<file path="src/cdg_pkg.sv">
package cdg_pkg;

   // ==========================================================================
   // Register map (byte addresses, APB word aligned)
   // ==========================================================================
   localparam logic [31:0] CDG_ADDR_ASYNC_CTL1  = 32'hFFFFE140;
   localparam logic [31:0] CDG_ADDR_DOMAIN_DIS  = 32'hFFFFE144;
   localparam logic [31:0] CDG_ADDR_TIMER_SRC   = 32'hFFFFE148;
   localparam logic [31:0] CDG_ADDR_CLOCK_TEST  = 32'hFFFFE14C;
   localparam logic [31:0] CDG_ADDR_STATUS      = 32'hFFFFE150;

   // ==========================================================================
   // Field positions
   // ==========================================================================
   localparam int CDG_RATIO_LSB      = 0;    // async3_divide_ratio, ratio-1
   localparam int CDG_RATIO_W        = 3;
   localparam int CDG_A3_GATE_BIT    = 8;    // divided_async3_gate
   localparam int CDG_A4_SRC_LSB     = 16;   // async clock 4 source select
   localparam int CDG_SRC_W          = 4;
   localparam int CDG_DIS_A3_BIT     = 10;   // domain_disable_set bits
   localparam int CDG_DIS_TIMER_BIT  = 6;
   localparam int CDG_DIS_A4_BIT     = 11;
   localparam int CDG_TSRC_LSB       = 0;    // timer_source_select
   localparam int CDG_TDIV_LSB       = 8;    // timer_prescale_divider
   localparam int CDG_TDIV_W         = 2;
   localparam int CDG_ECP_LSB        = 0;    // ext_clock_pin_selector
   localparam int CDG_GIO_LSB        = 8;    // timer_pin_selector
   localparam int CDG_SEL_W          = 4;
   localparam int CDG_TEST_EN_BIT    = 24;   // clock test mode enable

   // ==========================================================================
   // Reset values
   // ==========================================================================
   localparam logic [31:0] CDG_RST_ASYNC_CTL1 = 32'h00000001; // ratio-1 = 1, /2
   localparam logic [31:0] CDG_RST_DOMAIN_DIS = 32'h00000000;
   localparam logic [31:0] CDG_RST_TIMER_SRC  = 32'h00000000;
   localparam logic [31:0] CDG_RST_CLOCK_TEST = 32'h00000000;
   localparam logic [3:0]  CDG_SRC_PERIPH     = 4'h0;         // peripheral clock

   // ==========================================================================
   // Test mux codes
   // ==========================================================================
   localparam logic [3:0] CDG_ECP_OSC   = 4'h0;
   localparam logic [3:0] CDG_ECP_PLL1  = 4'h1;
   localparam logic [3:0] CDG_ECP_EXT1  = 4'h3;
   localparam logic [3:0] CDG_ECP_LF    = 4'h4;
   localparam logic [3:0] CDG_ECP_HF    = 4'h5;
   localparam logic [3:0] CDG_ECP_PLL2  = 4'h6;
   localparam logic [3:0] CDG_ECP_EXT2  = 4'h7;
   localparam logic [3:0] CDG_ECP_CPU   = 4'h8;
   localparam logic [3:0] CDG_ECP_TBASE = 4'h9;
   localparam logic [3:0] CDG_ECP_A1    = 4'hB;
   localparam logic [3:0] CDG_ECP_A3    = 4'hD;
   localparam logic [3:0] CDG_ECP_A4    = 4'hE;
   localparam logic [3:0] CDG_GIO_OSCV  = 4'h0;
   localparam logic [3:0] CDG_GIO_PLL1V = 4'h1;
   localparam logic [3:0] CDG_GIO_HFV   = 4'h5;
   localparam logic [3:0] CDG_GIO_PLL2V = 4'h6;
   localparam logic [3:0] CDG_GIO_LF    = 4'h8;

   // Divider state
   typedef enum logic [0:0] {
      CDG_DIV_LOW  = 1'b0,
      CDG_DIV_HIGH = 1'b1
   } cdg_div_state_t;

endpackage

</file>
<file path="src/cdg_clock_domains.sv">
// Decided for this implementation: the APB slave port.
`timescale 1ns/1ps
module cdg_clock_domains
   import cdg_pkg::*;
(
   input  wire logic        pclk,
   input  wire logic        presetn,
   input  wire logic        psel,
   input  wire logic        penable,
   input  wire logic        pwrite,
   input  wire logic [31:0] paddr,
   input  wire logic [31:0] pwdata,
   output logic [31:0]      prdata,
   output logic             pready,
   output logic             pslverr,
   input  wire logic        osc_clk,
   input  wire logic        pll1_clk,
   input  wire logic        pll2_clk,
   input  wire logic        external_clock_input1,
   input  wire logic        external_clock_input2,
   input  wire logic        low_freq_osc_clock,
   input  wire logic        high_freq_osc_clock,
   input  wire logic        cpu_clock,
   input  wire logic        async_clock1,
   input  wire logic        osc_valid,
   input  wire logic        pll1_valid,
   input  wire logic        pll2_valid,
   input  wire logic        hf_valid,
   input  wire logic [15:0] alt_src_tick,
   output logic             async3_en_q,
   output logic             divided_async3_en_q,
   output logic             async_clock4_en_q,
   output logic             timer_domain_en_q,
   output logic             external_clock_out_pin,
   output logic             timer_output_pin12
);
   // ==========================================================================
   // Registers
   // ==========================================================================
   logic [31:0] ctl1_q;
   logic [31:0] dis_q;
   logic [31:0] tsrc_q;
   logic [31:0] test_q;
   logic [31:0] prdata_d;
   logic        pslverr_d;
   logic        div_tick;
   logic        a3_run;
   logic        tdiv_tick;
   logic [CDG_TDIV_W:0] tdiv_cnt_q;
   logic        tbase_q;
   logic        a3_tog_q;
   logic        a4_tog_q;
   logic [15:0] ecp_src;
   logic [15:0] gio_src;
   logic        wr_en;
   logic        rd_en;

   // Address hit helper, used by read and write decode
   function automatic logic hit(input logic [31:0] a, input logic [31:0] base);
      hit = (a == base);
   endfunction

   function automatic logic mapped(input logic [31:0] a);
      mapped = hit(a, CDG_ADDR_ASYNC_CTL1) | hit(a, CDG_ADDR_DOMAIN_DIS) |
               hit(a, CDG_ADDR_TIMER_SRC) | hit(a, CDG_ADDR_CLOCK_TEST) | hit(a, CDG_ADDR_STATUS);
   endfunction

   // Write qualifier in the access phase, read qualifier in setup; pready is one on every access phase
   assign wr_en = psel & penable & pwrite & pready;
   assign rd_en = psel & ~penable & ~pwrite;

   // ==========================================================================
   // APB write path
   // ==========================================================================
   always_ff @(posedge pclk or negedge presetn) begin
      if (!presetn) begin
         ctl1_q <= CDG_RST_ASYNC_CTL1;   // Ratio field gives /2
         dis_q  <= CDG_RST_DOMAIN_DIS;
         tsrc_q <= CDG_RST_TIMER_SRC;    // Peripheral clock source
         test_q <= CDG_RST_CLOCK_TEST;
      end else if (wr_en) begin
         if (hit(paddr, CDG_ADDR_ASYNC_CTL1)) ctl1_q <= pwdata;
         if (hit(paddr, CDG_ADDR_DOMAIN_DIS)) dis_q  <= pwdata;
         if (hit(paddr, CDG_ADDR_TIMER_SRC))  tsrc_q <= pwdata;
         if (hit(paddr, CDG_ADDR_CLOCK_TEST)) test_q <= pwdata;
      end
   end

   // Read mux, built in setup so the data is ready in the access phase
   always_comb begin
      prdata_d  = 32'h00000000;
      pslverr_d = 1'b0;
      if (hit(paddr, CDG_ADDR_ASYNC_CTL1)) prdata_d = ctl1_q;
      if (hit(paddr, CDG_ADDR_DOMAIN_DIS)) prdata_d = dis_q;
      if (hit(paddr, CDG_ADDR_TIMER_SRC))  prdata_d = tsrc_q;
      if (hit(paddr, CDG_ADDR_CLOCK_TEST)) prdata_d = test_q;
      if (hit(paddr, CDG_ADDR_STATUS)) begin
         prdata_d = {28'h0000000, timer_domain_en_q, async_clock4_en_q, divided_async3_en_q, async3_en_q};
      end
      if (!mapped(paddr)) begin
         pslverr_d = 1'b1;               // Unmapped reads zero and errors
      end
   end

   // ==========================================================================
   // APB response; fixed one-wait-free answer in the access phase
   // ==========================================================================
   always_ff @(posedge pclk or negedge presetn) begin
      if (!presetn) begin
         prdata  <= 32'h00000000;
         pready  <= 1'b0;
         pslverr <= 1'b0;
      end else begin
         pready  <= psel & ~penable;
         pslverr <= psel & ~penable & pslverr_d;
         if (rd_en) begin
            prdata <= prdata_d;
         end
      end
   end

   // ==========================================================================
   // Divided async 3 domain
   // ==========================================================================
   // Async 3 source runs unless its own disable bit is set
   assign a3_run = ~dis_q[CDG_DIS_A3_BIT];

   // Counter clears while stopped, so a restart gives a full first period
   cdg_divider u_div (
      .pclk    (pclk),
      .presetn (presetn),
      .run     (a3_run),                                      // Derived from async 3 source
      .ratio   (ctl1_q[CDG_RATIO_LSB +: CDG_RATIO_W]),        // Ratio 1..8
      .tick_q  (div_tick)
   );

   // Domain enables; gate bit only meaningful with source running
   always_ff @(posedge pclk or negedge presetn) begin
      if (!presetn) begin
         async3_en_q         <= 1'b0;
         divided_async3_en_q <= 1'b0;
         async_clock4_en_q   <= 1'b0;
         timer_domain_en_q   <= 1'b0;
      end else begin
         async3_en_q         <= a3_run;
         divided_async3_en_q <= a3_run & div_tick & ~ctl1_q[CDG_A3_GATE_BIT];
         async_clock4_en_q   <= ~dis_q[CDG_DIS_A4_BIT]
                                & (ctl1_q[CDG_A4_SRC_LSB +: CDG_SRC_W] == CDG_SRC_PERIPH
                                   | alt_src_tick[ctl1_q[CDG_A4_SRC_LSB +: CDG_SRC_W]]);
         timer_domain_en_q   <= ~dis_q[CDG_DIS_TIMER_BIT] & tdiv_tick;
      end
   end

   // Timer source and prescale; software keeps the alt rate legal
   assign tdiv_tick = (tdiv_cnt_q == {1'b0, tsrc_q[CDG_TDIV_LSB +: CDG_TDIV_W]})
                      & (tsrc_q[CDG_TSRC_LSB +: CDG_SRC_W] == CDG_SRC_PERIPH
                         | alt_src_tick[tsrc_q[CDG_TSRC_LSB +: CDG_SRC_W]]);

   // Prescale counter; frozen while the picked source is quiet
   always_ff @(posedge pclk or negedge presetn) begin
      if (!presetn) begin
         tdiv_cnt_q <= '0;
      end else if (tdiv_tick) begin
         tdiv_cnt_q <= '0;
      end else if (tsrc_q[CDG_TSRC_LSB +: CDG_SRC_W] == CDG_SRC_PERIPH
                   | alt_src_tick[tsrc_q[CDG_TSRC_LSB +: CDG_SRC_W]]) begin
         tdiv_cnt_q <= tdiv_cnt_q + 1'b1;
      end
   end

   // Visible square waves of the internal domains for the test pin
   always_ff @(posedge pclk or negedge presetn) begin
      if (!presetn) begin
         tbase_q  <= 1'b0;
         a3_tog_q <= 1'b0;
         a4_tog_q <= 1'b0;
      end else begin
         if (timer_domain_en_q)   tbase_q  <= ~tbase_q;
         if (divided_async3_en_q) a3_tog_q <= ~a3_tog_q;
         if (async_clock4_en_q)   a4_tog_q <= ~a4_tog_q;
      end
   end

   // ==========================================================================
   // Clock test mux; unlisted slots are tied low
   // ==========================================================================
   always_comb begin
      ecp_src                = 16'h0000;                 // Reserved stay low
      ecp_src[CDG_ECP_OSC]   = osc_clk;
      ecp_src[CDG_ECP_PLL1]  = pll1_clk;
      ecp_src[CDG_ECP_EXT1]  = external_clock_input1;
      ecp_src[CDG_ECP_LF]    = low_freq_osc_clock;
      ecp_src[CDG_ECP_HF]    = high_freq_osc_clock;
      ecp_src[CDG_ECP_PLL2]  = pll2_clk;
      ecp_src[CDG_ECP_EXT2]  = external_clock_input2;
      ecp_src[CDG_ECP_CPU]   = cpu_clock;
      ecp_src[CDG_ECP_TBASE] = tbase_q;
      ecp_src[CDG_ECP_A1]    = async_clock1;
      ecp_src[CDG_ECP_A3]    = a3_tog_q;
      ecp_src[CDG_ECP_A4]    = a4_tog_q;
      gio_src                = 16'h0000;
      gio_src[CDG_GIO_OSCV]  = osc_valid;
      gio_src[CDG_GIO_PLL1V] = pll1_valid;
      gio_src[CDG_GIO_HFV]   = hf_valid;
      gio_src[CDG_GIO_PLL2V] = pll2_valid;
      gio_src[CDG_GIO_LF]    = low_freq_osc_clock;
   end

   // Registered pins: one cycle late, but no glitch on a selector change
   cdg_test_mux u_mux (
      .pclk    (pclk),
      .presetn (presetn),
      .enable  (test_q[CDG_TEST_EN_BIT]),
      .ecp_sel (test_q[CDG_ECP_LSB +: CDG_SEL_W]),
      .gio_sel (test_q[CDG_GIO_LSB +: CDG_SEL_W]),
      .ecp_src (ecp_src),
      .gio_src (gio_src),
      .ecp_q   (external_clock_out_pin),
      .gio_q   (timer_output_pin12)
   );

   // ==========================================================================
   // Assertions
   // ==========================================================================
   property p_reset_half;
      @(posedge pclk) $rose(presetn) |-> ctl1_q[CDG_RATIO_LSB +: CDG_RATIO_W] == 3'h1;
   endproperty
   a_reset_half: assert property (p_reset_half) else $error("reset ratio not divide by two");

   property p_gate;
      @(posedge pclk) disable iff (!presetn) ctl1_q[CDG_A3_GATE_BIT] |=> !divided_async3_en_q;
   endproperty
   a_gate: assert property (p_gate) else $error("divided clock runs while gated");

   property p_a3_off;
      @(posedge pclk) disable iff (!presetn) dis_q[CDG_DIS_A3_BIT] |=> !divided_async3_en_q && !async3_en_q;
   endproperty
   a_a3_off: assert property (p_a3_off) else $error("async 3 runs while disabled");

   property p_div_period;
      @(posedge pclk) disable iff (!presetn)
         div_tick && $stable(ctl1_q) && ctl1_q[CDG_RATIO_LSB +: CDG_RATIO_W] == 3'h1 && a3_run
         ##1 a3_run && ctl1_q[CDG_RATIO_LSB +: CDG_RATIO_W] == 3'h1 |=> div_tick;
   endproperty
   a_div_period: assert property (p_div_period) else $error("divide by two period wrong");

   property p_a4_off;
      @(posedge pclk) disable iff (!presetn) dis_q[CDG_DIS_A4_BIT] |=> !async_clock4_en_q;
   endproperty
   a_a4_off: assert property (p_a4_off) else $error("async 4 runs while disabled");

   property p_timer_off;
      @(posedge pclk) disable iff (!presetn) dis_q[CDG_DIS_TIMER_BIT] |=> !timer_domain_en_q;
   endproperty
   a_timer_off: assert property (p_timer_off) else $error("timer runs while disabled");

   property p_ecp_route;
      @(posedge pclk) disable iff (!presetn)
         test_q[CDG_TEST_EN_BIT] && test_q[CDG_ECP_LSB +: CDG_SEL_W] == CDG_ECP_CPU
         |=> external_clock_out_pin == $past(cpu_clock);
   endproperty
   a_ecp_route: assert property (p_ecp_route) else $error("cpu clock not on pin");

   property p_gio_route;
      @(posedge pclk) disable iff (!presetn)
         test_q[CDG_TEST_EN_BIT] && test_q[CDG_GIO_LSB +: CDG_SEL_W] == CDG_GIO_OSCV
         |=> timer_output_pin12 == $past(osc_valid);
   endproperty
   a_gio_route: assert property (p_gio_route) else $error("osc valid not on pin");

   property p_reserved;
      @(posedge pclk) disable iff (!presetn)
         test_q[CDG_ECP_LSB +: CDG_SEL_W] == 4'hF |=> !external_clock_out_pin;
   endproperty
   a_reserved: assert property (p_reserved) else $error("reserved code not low");

   // Enabled async 3 source shows its run flag next cycle
   property p_a3_run;
      @(posedge pclk) disable iff (!presetn) !dis_q[CDG_DIS_A3_BIT] |=> async3_en_q;
   endproperty
   a_a3_run: assert property (p_a3_run) else $error("async 3 stopped");

   property p_defaults;
      @(posedge pclk) $rose(presetn) |=> async_clock4_en_q && timer_domain_en_q;
   endproperty
   a_defaults: assert property (p_defaults) else $error("default domains idle");

   // First divided pulse two edges after release
   property p_div_first;
      @(posedge pclk) $rose(presetn) |-> ##1 !div_tick ##1 div_tick;
   endproperty
   a_div_first: assert property (p_div_first) else $error("first period not two");

   property p_pins_off;
      @(posedge pclk) disable iff (!presetn)
         !test_q[CDG_TEST_EN_BIT] |=> !external_clock_out_pin && !timer_output_pin12;
   endproperty
   a_pins_off: assert property (p_pins_off) else $error("pins driven outside test");

   property p_gio_reserved;
      @(posedge pclk) disable iff (!presetn)
         test_q[CDG_GIO_LSB +: CDG_SEL_W] == 4'hF |=> !timer_output_pin12;
   endproperty
   a_gio_reserved: assert property (p_gio_reserved) else $error("reserved timer code not low");

   // A picked source that does not tick keeps its domain idle
   property p_a4_alt;
      @(posedge pclk) disable iff (!presetn)
         ctl1_q[CDG_A4_SRC_LSB +: CDG_SRC_W] != CDG_SRC_PERIPH
         && !alt_src_tick[ctl1_q[CDG_A4_SRC_LSB +: CDG_SRC_W]] |=> !async_clock4_en_q;
   endproperty
   a_a4_alt: assert property (p_a4_alt) else $error("async 4 runs without source");

   property p_timer_alt;
      @(posedge pclk) disable iff (!presetn)
         tsrc_q[CDG_TSRC_LSB +: CDG_SRC_W] != CDG_SRC_PERIPH
         && !alt_src_tick[tsrc_q[CDG_TSRC_LSB +: CDG_SRC_W]] |=> !timer_domain_en_q;
   endproperty
   a_timer_alt: assert property (p_timer_alt) else $error("timer runs without source");

   // ==========================================================================
   // Cover points
   // ==========================================================================
   c_write: cover property (@(posedge pclk) disable iff (!presetn) wr_en);
   c_div8: cover property (@(posedge pclk) disable iff (!presetn)
      div_tick && ctl1_q[CDG_RATIO_LSB +: CDG_RATIO_W] == 3'h7);
   c_test: cover property (@(posedge pclk) disable iff (!presetn) external_clock_out_pin);
   c_timer_alt: cover property (@(posedge pclk) disable iff (!presetn)
      timer_domain_en_q && tsrc_q[CDG_TSRC_LSB +: CDG_SRC_W] != CDG_SRC_PERIPH);
   c_gio: cover property (@(posedge pclk) disable iff (!presetn) timer_output_pin12);
endmodule

</file>
<file path="src/cdg_divider.sv">
`timescale 1ns/1ps
// Divide-by-N enable generator, N = ratio + 1 (1..8); one pulse every N clocks
module cdg_divider
   import cdg_pkg::*;
(
   input  wire logic                   pclk,
   input  wire logic                   presetn,
   input  wire logic                   run,
   input  wire logic [CDG_RATIO_W-1:0] ratio,
   output logic                        tick_q
);
   logic [CDG_RATIO_W-1:0] cnt_q;

   // ==========================================================================
   // Counter; a ratio change takes effect at once, a count at or past the new ratio wraps on the next edge
   // ==========================================================================
   always_ff @(posedge pclk or negedge presetn) begin
      if (!presetn) begin
         cnt_q  <= '0;
         tick_q <= 1'b0;
      end else if (!run) begin
         cnt_q  <= '0;
         tick_q <= 1'b0;
      end else if (cnt_q >= ratio) begin
         cnt_q  <= '0;
         tick_q <= 1'b1;
      end else begin
         cnt_q  <= cnt_q + 1'b1;
         tick_q <= 1'b0;
      end
   end
endmodule

</file>
<file path="src/cdg_test_mux.sv">
`timescale 1ns/1ps
// Registered test-pin selectors; reserved codes give a constant low
module cdg_test_mux
   import cdg_pkg::*;
(
   input  wire logic                 pclk,
   input  wire logic                 presetn,
   input  wire logic                 enable,
   input  wire logic [CDG_SEL_W-1:0] ecp_sel,
   input  wire logic [CDG_SEL_W-1:0] gio_sel,
   input  wire logic [15:0]          ecp_src,
   input  wire logic [15:0]          gio_src,
   output logic                      ecp_q,
   output logic                      gio_q
);
   // ==========================================================================
   // Pin registers, low outside test mode
   // ==========================================================================
   always_ff @(posedge pclk or negedge presetn) begin
      if (!presetn) begin
         ecp_q <= 1'b0;
         gio_q <= 1'b0;
      end else begin
         ecp_q <= enable & ecp_src[ecp_sel];
         gio_q <= enable & gio_src[gio_sel];
      end
   end
endmodule

</file>
<file path="config.mk">
export PLATFORM = sky130hd
export DESIGN_NAME = cdg_clock_domains
export DESIGN_NICKNAME = d
export VERILOG_FILES = /design/src/cdg_pkg.sv /design/src/cdg_clock_domains.sv /design/src/cdg_divider.sv /design/src/cdg_test_mux.sv
export SDC_FILE = /design/constraint.sdc
export NUM_CORES = 1
export LEC_CHECK = 0
export BUFFER_PORTS_ARGS = -buffer_cell sky130_fd_sc_hd__buf_4
export CAP_MARGIN = 20
export CORE_MARGIN = 2
export CORE_UTILIZATION = 59
export CTS_BUF_LIST = sky130_fd_sc_hd__clkbuf_4 sky130_fd_sc_hd__clkbuf_8
export DETAILED_ROUTE_END_ITERATION = 6
export GPL_TIMING_DRIVEN = 0
export HOLD_SLACK_MARGIN = 0.08
export MAX_ROUTING_LAYER = met4
export PLACE_DENSITY = 0.83
export SYNTH_ARGS = -nofsm -noshare
export SYNTH_HDL_FRONTEND = slang
export SYNTH_HIERARCHICAL = 1
export SYNTH_SLANG_ARGS = --single-unit
export TNS_END_PERCENT = 20
</file>
<file path="constraint.sdc">
create_clock -name pclk -period 2.5 [get_ports pclk]
set_input_delay 0.125 -clock pclk [delete_from_list [all_inputs] [get_ports pclk]]
set_output_delay 0.125 -clock pclk [all_outputs]
set_load 0.1 [all_outputs]
</file>
# Word-level counts from Yosys, hierarchy flattened
# Index checks and enable logic that the tools add are counted.
[totals]
ram_bits = 0
in_bits = 98
ff_bits = 178
latch_bits = 0
wordCells = 87
out_inout_bits = 40
mem_bits_ro = 0
memories = 0
[op_classes]
mul = 0
shifts = 0
div = 0
n_bitwise = 28
reduce_logical = 7
n_lt_le_gt_ge = 5
addsub = 2
muxes = 20
eq_ne = 6
[op_table]
columns = ["operator", "n"]
rows = [
  ["$eq 32x32->1 const B", 5],
  ["$mux 32", 5],
  ["$lt 4x5->1 const B", 4],
  ["$bmux 1 s4", 4],
  ["$and 1x1->1", 13],
  ["$mux 3", 4],
  ["$not 1->1", 9],
  ["$logic_not 4->1", 2],
  ["$reduce_and 2->1", 4],
  ["$mux 1", 7],
  ["$add 3x1->3 const B", 2],
  ["$or 1x1->1", 6],
  ["$eq 3x2->1", 1],
  ["$ge 3x3->1", 1],
  ["$reduce_bool 2->1", 1],
]

# Logic depth before layout (Yosys ltp)
# Gate-level depths: netlist of the first run.
[depth]
ltp_word = 7
mapped_depth = 7
mapped_depth_nobuf = 5

# Modules after synthesis
# The synthesis of the first run kept the hierarchy.
[by_module_without_submodules]
columns = ["mod", "n_inst", "area_each_um2", "cells_per_inst"]
rows = [
  ["cdg_clock_domains", 1, 7731.2, 563],
  ["cdg_test_mux", 1, 362.8, 36],
  ["cdg_divider", 1, 237.7, 22],
]

# Least setup slack after synthesis of the first run
# OpenSTA, ideal clock, no wires.
[synth_path]
path_type = "reg-to-reg"
startpoint = "reg pready"
endpoint = "reg dis_q[0]"
path_slack_ns = 0.143
synth_period_minus_slack_ns = 2.357
stages_incl_launch_ff = 7
setup_ns = 0.125
arrival_time_ns = 2.232
cell_sequence = "dfrtp_1 -> and4_1 -> inv_1 -> or4_4 -> buf_6 -> buf_6 -> mux2_4"
[synth_between]
elab_chain_len = 2
[synth_lines]
columns = ["item", "line_no", "source"]
rows = [
  ["start, declared", "cdg_clock_domains.sv:14", "output logic pready,"],
  ["start signal, assigned", "cdg_clock_domains.sv:114", "pready <= psel & ~penable;"],
  ["$and 1x1->1", "cdg_clock_domains.sv:69", "assign wr_en = psel & penable & pwrite & pready;"],
  ["$reduce_and 2->1 (no line)", "n/a", ""],
  ["end signal, assigned", "cdg_clock_domains.sv:83", "if (hit(paddr, CDG_ADDR_DOMAIN_DIS)) dis_q <= pwdata;"],
  ["end, declared", "cdg_clock_domains.sv:41", "logic [31:0] dis_q;"],
]
# No other way between the ends.
# A chain may end at the register's enable or synchronous reset.

# Worst setup path in the final report of the first run
[layout_path]
startpoint = "reg tsrc_q[0]"
endpoint = "reg tdiv_cnt_q[0]"
[layout_between]
elab_chain_len = 5
[layout_lines]
columns = ["item", "line_no", "source"]
rows = [
  ["start, declared", "cdg_clock_domains.sv:42", "logic [31:0] tsrc_q;"],
  ["start signal, assigned", "cdg_clock_domains.sv:84", "if (hit(paddr, CDG_ADDR_TIMER_SRC)) tsrc_q <= pwdata;"],
  ["$bmux 1 s4", "cdg_clock_domains.sv:157, cdg_clock_domains.sv:166", ""],
  ["$mux 1 (not written as such)", "cdg_clock_domains.sv:157, cdg_clock_domains.sv:166", ""],
  ["$or 1x1->1 (*)", "cdg_clock_domains.sv:157, cdg_clock_domains.sv:166", ""],
  ["$and 1x1->1", "cdg_clock_domains.sv:156", "& (tsrc_q[CDG_TSRC_LSB +: CDG_SRC_W] == CDG_SRC_PERIPH"],
  ["$mux 3 or $reduce_bool 2->1 (tied branches)", "n/a", ""],
  ["end signal, assigned", "cdg_clock_domains.sv:167", "tdiv_cnt_q <= tdiv_cnt_q + 1'b1;"],
  ["end, declared", "cdg_clock_domains.sv:49", "logic [CDG_TDIV_W:0] tdiv_cnt_q;"],
]
# Every way passes the cells marked *; elsewhere a longest branch is shown, timed or not. The select of a mux whose other input is x is not followed.

==> results by group, run 1 <==
Status
  – Status: completed

Floorplan
  – Initial Utilization: 60.3%
  – Num ports: 138
  – DIE WIDTH: 123 um
  – Die Y: 123 um
  – Die ar.: 15,100 um2
  – Row count: 43
  – Core area: 13,800 um2

Drt
  – Routed length per instance: 21.1 um
  – Routed WL: 21,500 um
  – Final ANT Viol Nets: 0
  – Drt pass-1 iters: 4
  – Post-route DRC violation count: 0
  – Initial drt markers: 457
  – Vias: 6,118
  – Vias per Instance: 6.02

Synthesis
  – Mapped Area: 8330 um2
  – Post-synth EDFFs: 0
  – Synth Area in Simple Gates: 7.06%
  – Async S/R FF share, synth: 100%
  – Main combinational cell family by area after synthesis: multiplexers
  – Seq/Total Area, Yosys: 53.5%
  – Mapped Cells: 621
  – Largest cells by area after synthesis: dfrtp_1 53%, mux2_2 17%, mux2_4 5.4%
  – Yosys reg bits: 178
  – Area share of the largest cell type after synthesis: 53.2%
  – Largest area contributor in the netlist: dfrtp_1
  – Syn_area_per_cell: 13.4 um2
  – Adder-cell share of the synthesized area: 0.751%
  – Synthesis Warnings: 6
  – Yosys cell types: 51
  – Ys flop type: dfrtp_1
  – Post-Synth XOR/XNOR Area: 0.631%
  – Post-synthesis compound-gate area fraction: 7.07%
  – Multiplexer area fraction after synthesis: 27.9%

GRT
  – Grt ovf: 0
  – Overall global routing resource usage: 30.5%
  – Pin count of the biggest net entering global routing: 122
  – Initial antenna violation count: 0
  – First-pass GRT wire length: 33,300 um
  – Vias in the first global route: 6,435

Power and ir drop
  – Pwr Density: 509 nW/um2
  – Switch Pwr: 1.19 mW
  – Switching share of power: 22.5%
  – Combinational Power Share: 7.7%
  – Clock share of power: 38.0%
  – P_int: 4.11 mW
  – Pwr Total: 5.30 mW
  – Leak pwr: 5.19 nW
  – Peak supply drop: 334 uV
  – Sequential power share: 54.3%

Min path
  – Worst hold path endpoint: u_mux/ecp_q
  – Hold depth: 5
  – Hold path start: async_clock1
  – Worst min path class: primary input to register

Worst setup path
  – Reg2reg path depth: 6
  – CP startpoint kind: register
  – Worst-path maximum fanout: 7
  – Crit path max-delay cell type: mux4_2
  – CP startpoint: tsrc_q[0]
  – Required @ worst endpoint: 2.86 ns
  – Crit path DAT: 2.67 ns
  – Launch point of the worst reg-to-reg path: tsrc_q[0]
  – Critical path cell sequence: clkbuf_1 > mux4_2 > nor2b_1 > a211oi_1 > a21oi_1 > mux2_2
  – Reg2Reg Capture Point: tdiv_cnt_q[0]
  – WS Path Type: register to register
  – Crit end category: register
  – Worst R2R Setup Slack: 0.18 ns
  – Crit path largest cell delay: 0.56 ns

Timing
  – RSZ-0062 raised after global routing: false
  – Fmax: 432 MHz
  – Final hold viol count: 0
  – Final period utilization: 92.6%
  – Final Max Slew Viols: 0
  – Worst slew pin tran: 0.766 ns
  – Final hold slack: 0.107 ns
  – Post-layout min period: 2.32 ns
  – Final setup viols: 0
  – Final TNS setup: 0 ns
  – Rel. slew slack: 49.0%
  – Clk_skew: 0.00827 ns

Clock network
  – CTS tree: built
  – Num CTS Buffers: 17
  – Max Buffers Root-to-Sink: 2
  – H-tree depth: 4
  – Root Buffer: clkbuf_8
  – Clk_lat worst skew: 0.47 ns
  – Clock edge transition at the registers on the reported setup and hold paths: 0.08 ns
  – CTS sink cnt: 178

Final layout
  – # nets final: 928
  – Leading cell type in the layout, fill and taps excluded: dfrtp_1
  – Layout cell share with drive strength beyond 1: 42.5%
  – Post-layout util: 75.3%
  – Commonest non-fill, non-tap cells in the layout: 177 x dfrtp_1, 133 x buf_4, 125 x mux2_2
  – N_diodes: 0
  – Fin cells: 1,017
  – Synthesis-to-finish area growth: 25.0%

Placement
  – Port bufs: 134
  – GP Congestion: 0.850
  – Placed cells: 950
  – HPWL after detailed placement: 14,700 um

Run
  – Maxcap violations: 0
## flip-flops by register name (all words and copies together) (netlist names), 3 cells and up
signal	flops
ctl1_q	32
dis_q	32
prdata	32
test_q	32
tsrc_q	32
tdiv_cnt_q	3
u_div/cnt_q	3
## synthesized netlist by cell type, drive strengths merged (5+ instances only)
| cell type | count |
|---|---|
| clkbuf | 28 |
| mux2i | 11 |
| ha | 5 |
| inv | 11 |
| o211ai | 5 |
| and2 | 5 |
| nand2 | 38 |
| nand3 | 5 |
| nor3 | 14 |
| buf | 14 |
| xor2 | 5 |
| o41ai | 15 |
| o22ai | 30 |
| dfrtp | 177 |
| o31ai | 13 |
| mux2 | 159 |
| nor2 | 25 |
| mux4 | 14 |
| nor2b | 5 |
| a211oi | 5 |
## area by class of cell
type | instances | area (um2)
clock buffer | 26 | 327
buffer | 42 | 210
tap | 180 | 225
inverter | 11 | 41.3
timing repair buffer | 171 | 1400
clock inverter | 5 | 75.1
multi-input combinational | 404 | 3680
sequential | 178 | 4460
fill | 874 | 3410
## cells by family (layout without fill, tap and decap cells)
| kind of cell | Yosys count | after routing |
|---|---|---|
| mux | 184 | 184 |
| flops | 178 | 178 |
| simple gates | 115 | 115 |
| compound gates | 79 | 79 |
| buf+inv | 53 | 255 |
| xor+xnor | 6 | 6 |
| fa+ha+maj | 5 | 5 |
| other cells | 1 | 15 |
## worst max-delay path, delay by kind of cell, from the launching register on
kind	cells	cell delay, ns
buf+inv	1	0.40
flops	1	0.34
compound gates	2	0.46
simple gates	1	0.14
mux	2	0.87
## per-stage QoR
stage                     area [um2]  worst slack [ns]
after floorplan                 8380             0.143
after global placement          9620           -0.0467
after detailed placement        9650            -0.177
after CTS                      10400             0.157
after global routing           10400           0.00780
final                          10400             0.185
## metal layers
layer  share of wire, %  track usage (%)  up-vias
met2                 51             50.3      228
met4                1.8             9.91        0
li1                   -                -     2692
met5                  0                -        -
met3                6.1             5.62       41
met1                 41             38.4     3157
## worst max path at each step
| stage | cells after the start | slack, ns | endpoint |
|---|---|---|---|
| after detailed placement | 7 | -0.18 | prdata[17] |
| after global routing | 6 | 0.008 | tdiv_cnt_q[0] |
| after global placement | 7 | -0.05 | prdata[14] |
| after CTS | 6 | 0.16 | tdiv_cnt_q[0] |
| final | 6 | 0.18 | tdiv_cnt_q[0] |
| after floorplan | 6 | 0.14 | dis_q[0] |
## timing repair
action,CTS,global route
resized for setup,0,0
hold endpoints to repair,187,0
endpoints found under the setup margin,0,0
hold buffers,36,0
setup buffers,0,0
## power by group through the flow
stage / registers, mW / clock network [mW] / logic, mW
floorplan: 2.95 / 0 / 0.101
CTS: 2.88 / 2.03 / 0.405
detailed placement: 2.94 / 0 / 0.358
finish: 2.88 / 2.01 / 0.408
global route: 2.88 / 2.15 / 0.442
global placement: 2.94 / 0 / 0.338
No activity file was read; power rests on OpenSTA's default activity.
==> run 2, diff against run 1 <==
--- a/config.mk
+++ b/config.mk
@@ -8,13 +8,13 @@
 export BUFFER_PORTS_ARGS = -buffer_cell sky130_fd_sc_hd__buf_4
 export CAP_MARGIN = 20
 export CORE_MARGIN = 2
-export CORE_UTILIZATION = 59
+export CORE_UTILIZATION = 53
 export CTS_BUF_LIST = sky130_fd_sc_hd__clkbuf_4 sky130_fd_sc_hd__clkbuf_8
 export DETAILED_ROUTE_END_ITERATION = 6
 export GPL_TIMING_DRIVEN = 0
-export HOLD_SLACK_MARGIN = 0.08
+export HOLD_SLACK_MARGIN = 0.12
 export MAX_ROUTING_LAYER = met4
-export PLACE_DENSITY = 0.83
+export PLACE_DENSITY = 0.79
 export SYNTH_ARGS = -nofsm -noshare
 export SYNTH_HDL_FRONTEND = slang
 export SYNTH_HIERARCHICAL = 1
==> constraint.sdc (replaced) <==
create_clock -name pclk -period 1.9 [get_ports pclk]
set_input_delay 0.095 -clock pclk [delete_from_list [all_inputs] [get_ports pclk]]
set_output_delay 0.095 -clock pclk [all_outputs]
set_load 0.1 [all_outputs]
==> run 2 against run 1 <==
Effect of this change: the run now ends with negative setup slack left; sequential power increased by 32%; largest power group unchanged; combinational power rose by 33%; cell count increased by 3.0%.
==> results by group, run 2 (synthesis gave the netlist of run 1 again) <==
Clock network
  – Clock edge transition at the registers on the reported setup and hold paths: 0.09 ns
  – Root Buffer: clkbuf_8
  – CTS tree: built
  – Max Buffers Root-to-Sink: 2
  – Clk_lat worst skew: 0.47 ns
  – Num CTS Buffers: 17
  – H-tree depth: 4
  – CTS sink cnt: 178

GRT
  – Vias in the first global route: 6,555
  – Grt ovf: 0
  – Pin count of the biggest net entering global routing: 116
  – Initial antenna violation count: 0
  – Overall global routing resource usage: 27.7%
  – First-pass GRT wire length: 33,900 um

Final layout
  – Fin cells: 1,048
  – Commonest non-fill, non-tap cells in the layout: 175 x dfrtp_1, 136 x buf_4, 124 x mux2_2
  – Post-layout util: 69.2%
  – Layout cell share with drive strength beyond 1: 45.0%
  – Leading cell type in the layout, fill and taps excluded: dfrtp_1
  – Synthesis-to-finish area growth: 26.8%
  – Post-route cell area: 10,600 um2
  – Register area: 4460 um2
  – # nets final: 928
  – Layout fillers: 1,088
  – N_diodes: 0
  – Area of the multi-input gates: 3730 um2

Timing
  – Final setup viols: 6
  – RSZ-0062 raised after global routing: true
  – Final hold slack: 0.130 ns
  – Final TNS setup: -0.0311 ns
  – Final setup margin: -0.00925 ns
  – Post-layout min period: 1.91 ns
  – Final period utilization: 100%
  – Worst slew pin tran: 0.791 ns
  – Final hold viol count: 0
  – Final Max Slew Viols: 0
  – Fmax: 524 MHz
  – Clk_skew: 0.0104 ns
  – Rel. slew slack: 47.3%

Drt
  – Vias per Instance: 5.81
  – Routed length per instance: 20.5 um
  – Drt pass-1 iters: 5
  – Final ANT Viol Nets: 0
  – Vias: 6,088
  – Post-route DRC violation count: 0
  – Initial drt markers: 364
  – Routed WL: 21,500 um

Power and ir drop
  – P_int: 5.24 mW
  – Pwr Density: 648 nW/um2
  – Clock share of power: 36.7%
  – Pwr Total: 6.85 mW
  – Sequential power share: 55.3%
  – Combinational Power Share: 7.9%
  – Peak supply drop: 454 uV
  – Leak pwr: 5.23 nW
  – Switching share of power: 23.5%
  – Switch Pwr: 1.61 mW

Floorplan
  – Die ar.: 16,700 um2
  – Die Y: 129 um
  – DIE WIDTH: 129 um
  – Num ports: 138
  – Row count: 45
  – Initial Utilization: 54.6%
  – Core area: 15,300 um2

Placement
  – Setup WS pre-CTS: -0.709 ns
  – Placed Area: 9690 um2
  – HPWL after detailed placement: 14,800 um
  – Placed cells: 981
  – GP Congestion: 0.828
  – Port bufs: 134

Worst setup path
  – Worst-path maximum fanout: 10
  – Crit path DAT: 2.27 ns
  – Crit end category: register
  – Required @ worst endpoint: 2.26 ns
  – WS Path Type: primary input to register
  – CP startpoint kind: primary input
  – Reg2reg path depth: 5
  – Worst R2R Setup Slack: 0.03 ns

Run
  – Maxcap violations: 0

Status
  – Failing checks: negative setup slack
  – Status: finished with violations

Min path
  – Worst min path class: primary input to async pin
## run 2: final timing paths
| kind | start | end |
|---|---|---|
| setup / recovery | paddr[10] | dis_q[4] |
| hold / removal | presetn | prdata[0] |
| setup reg to reg | tsrc_q[0] | tdiv_cnt_q[1] |
| hold reg to reg | tbase_q | tbase_q |
| max in group asynchronous | presetn | prdata[25] |
| min in group pclk | pwrite | prdata[4] |
## run 2: power by group through the flow
stage          Clock [mW]  Sequential, mW  Combinational (mW)
4_1_cts              2.54            3.79               0.540
6_report             2.51            3.79               0.544
3_3_place_gp            0            3.86               0.448
2_1_floorplan           0            3.88               0.132
3_5_place_dp            0            3.86               0.474
5_1_grt              2.71            3.79               0.588
## run 2: final cells by class
type                    count  area share, %
plain buffers              37           2.19
clock buffers              24           2.89
clock inverters             7          0.722
inverters                  11          0.391
multi-input cells         404           35.3
flip-flops and latches    178           42.2
well taps                 211           2.50
repair buffers            176           13.8
## run 2: what timing repair did
action,4_1_cts,5_1_grt
buffers inserted,3,0
hold endpoints to repair,305,0
gates resized for setup,25,14
hold buffers,38,0
setup endpoints to repair,134,57
pin swaps,2,4
## run 2: layer usage
layer | global-route usage, % | routed length [um]
met5 | - | 0
met4 | 8.50 | 394
met3 | 5.90 | 1290
met2 | 46.1 | 11000
met1 | 34.2 | 8870
## run 2: worst max-delay path, stage by stage
cell	delay (ns)
buf_6	0.09
nand4b_1	0.15
or4_4	0.49
or3_4	0.42
or4_4	0.51
buf_8	0.20
mux2_4	0.31
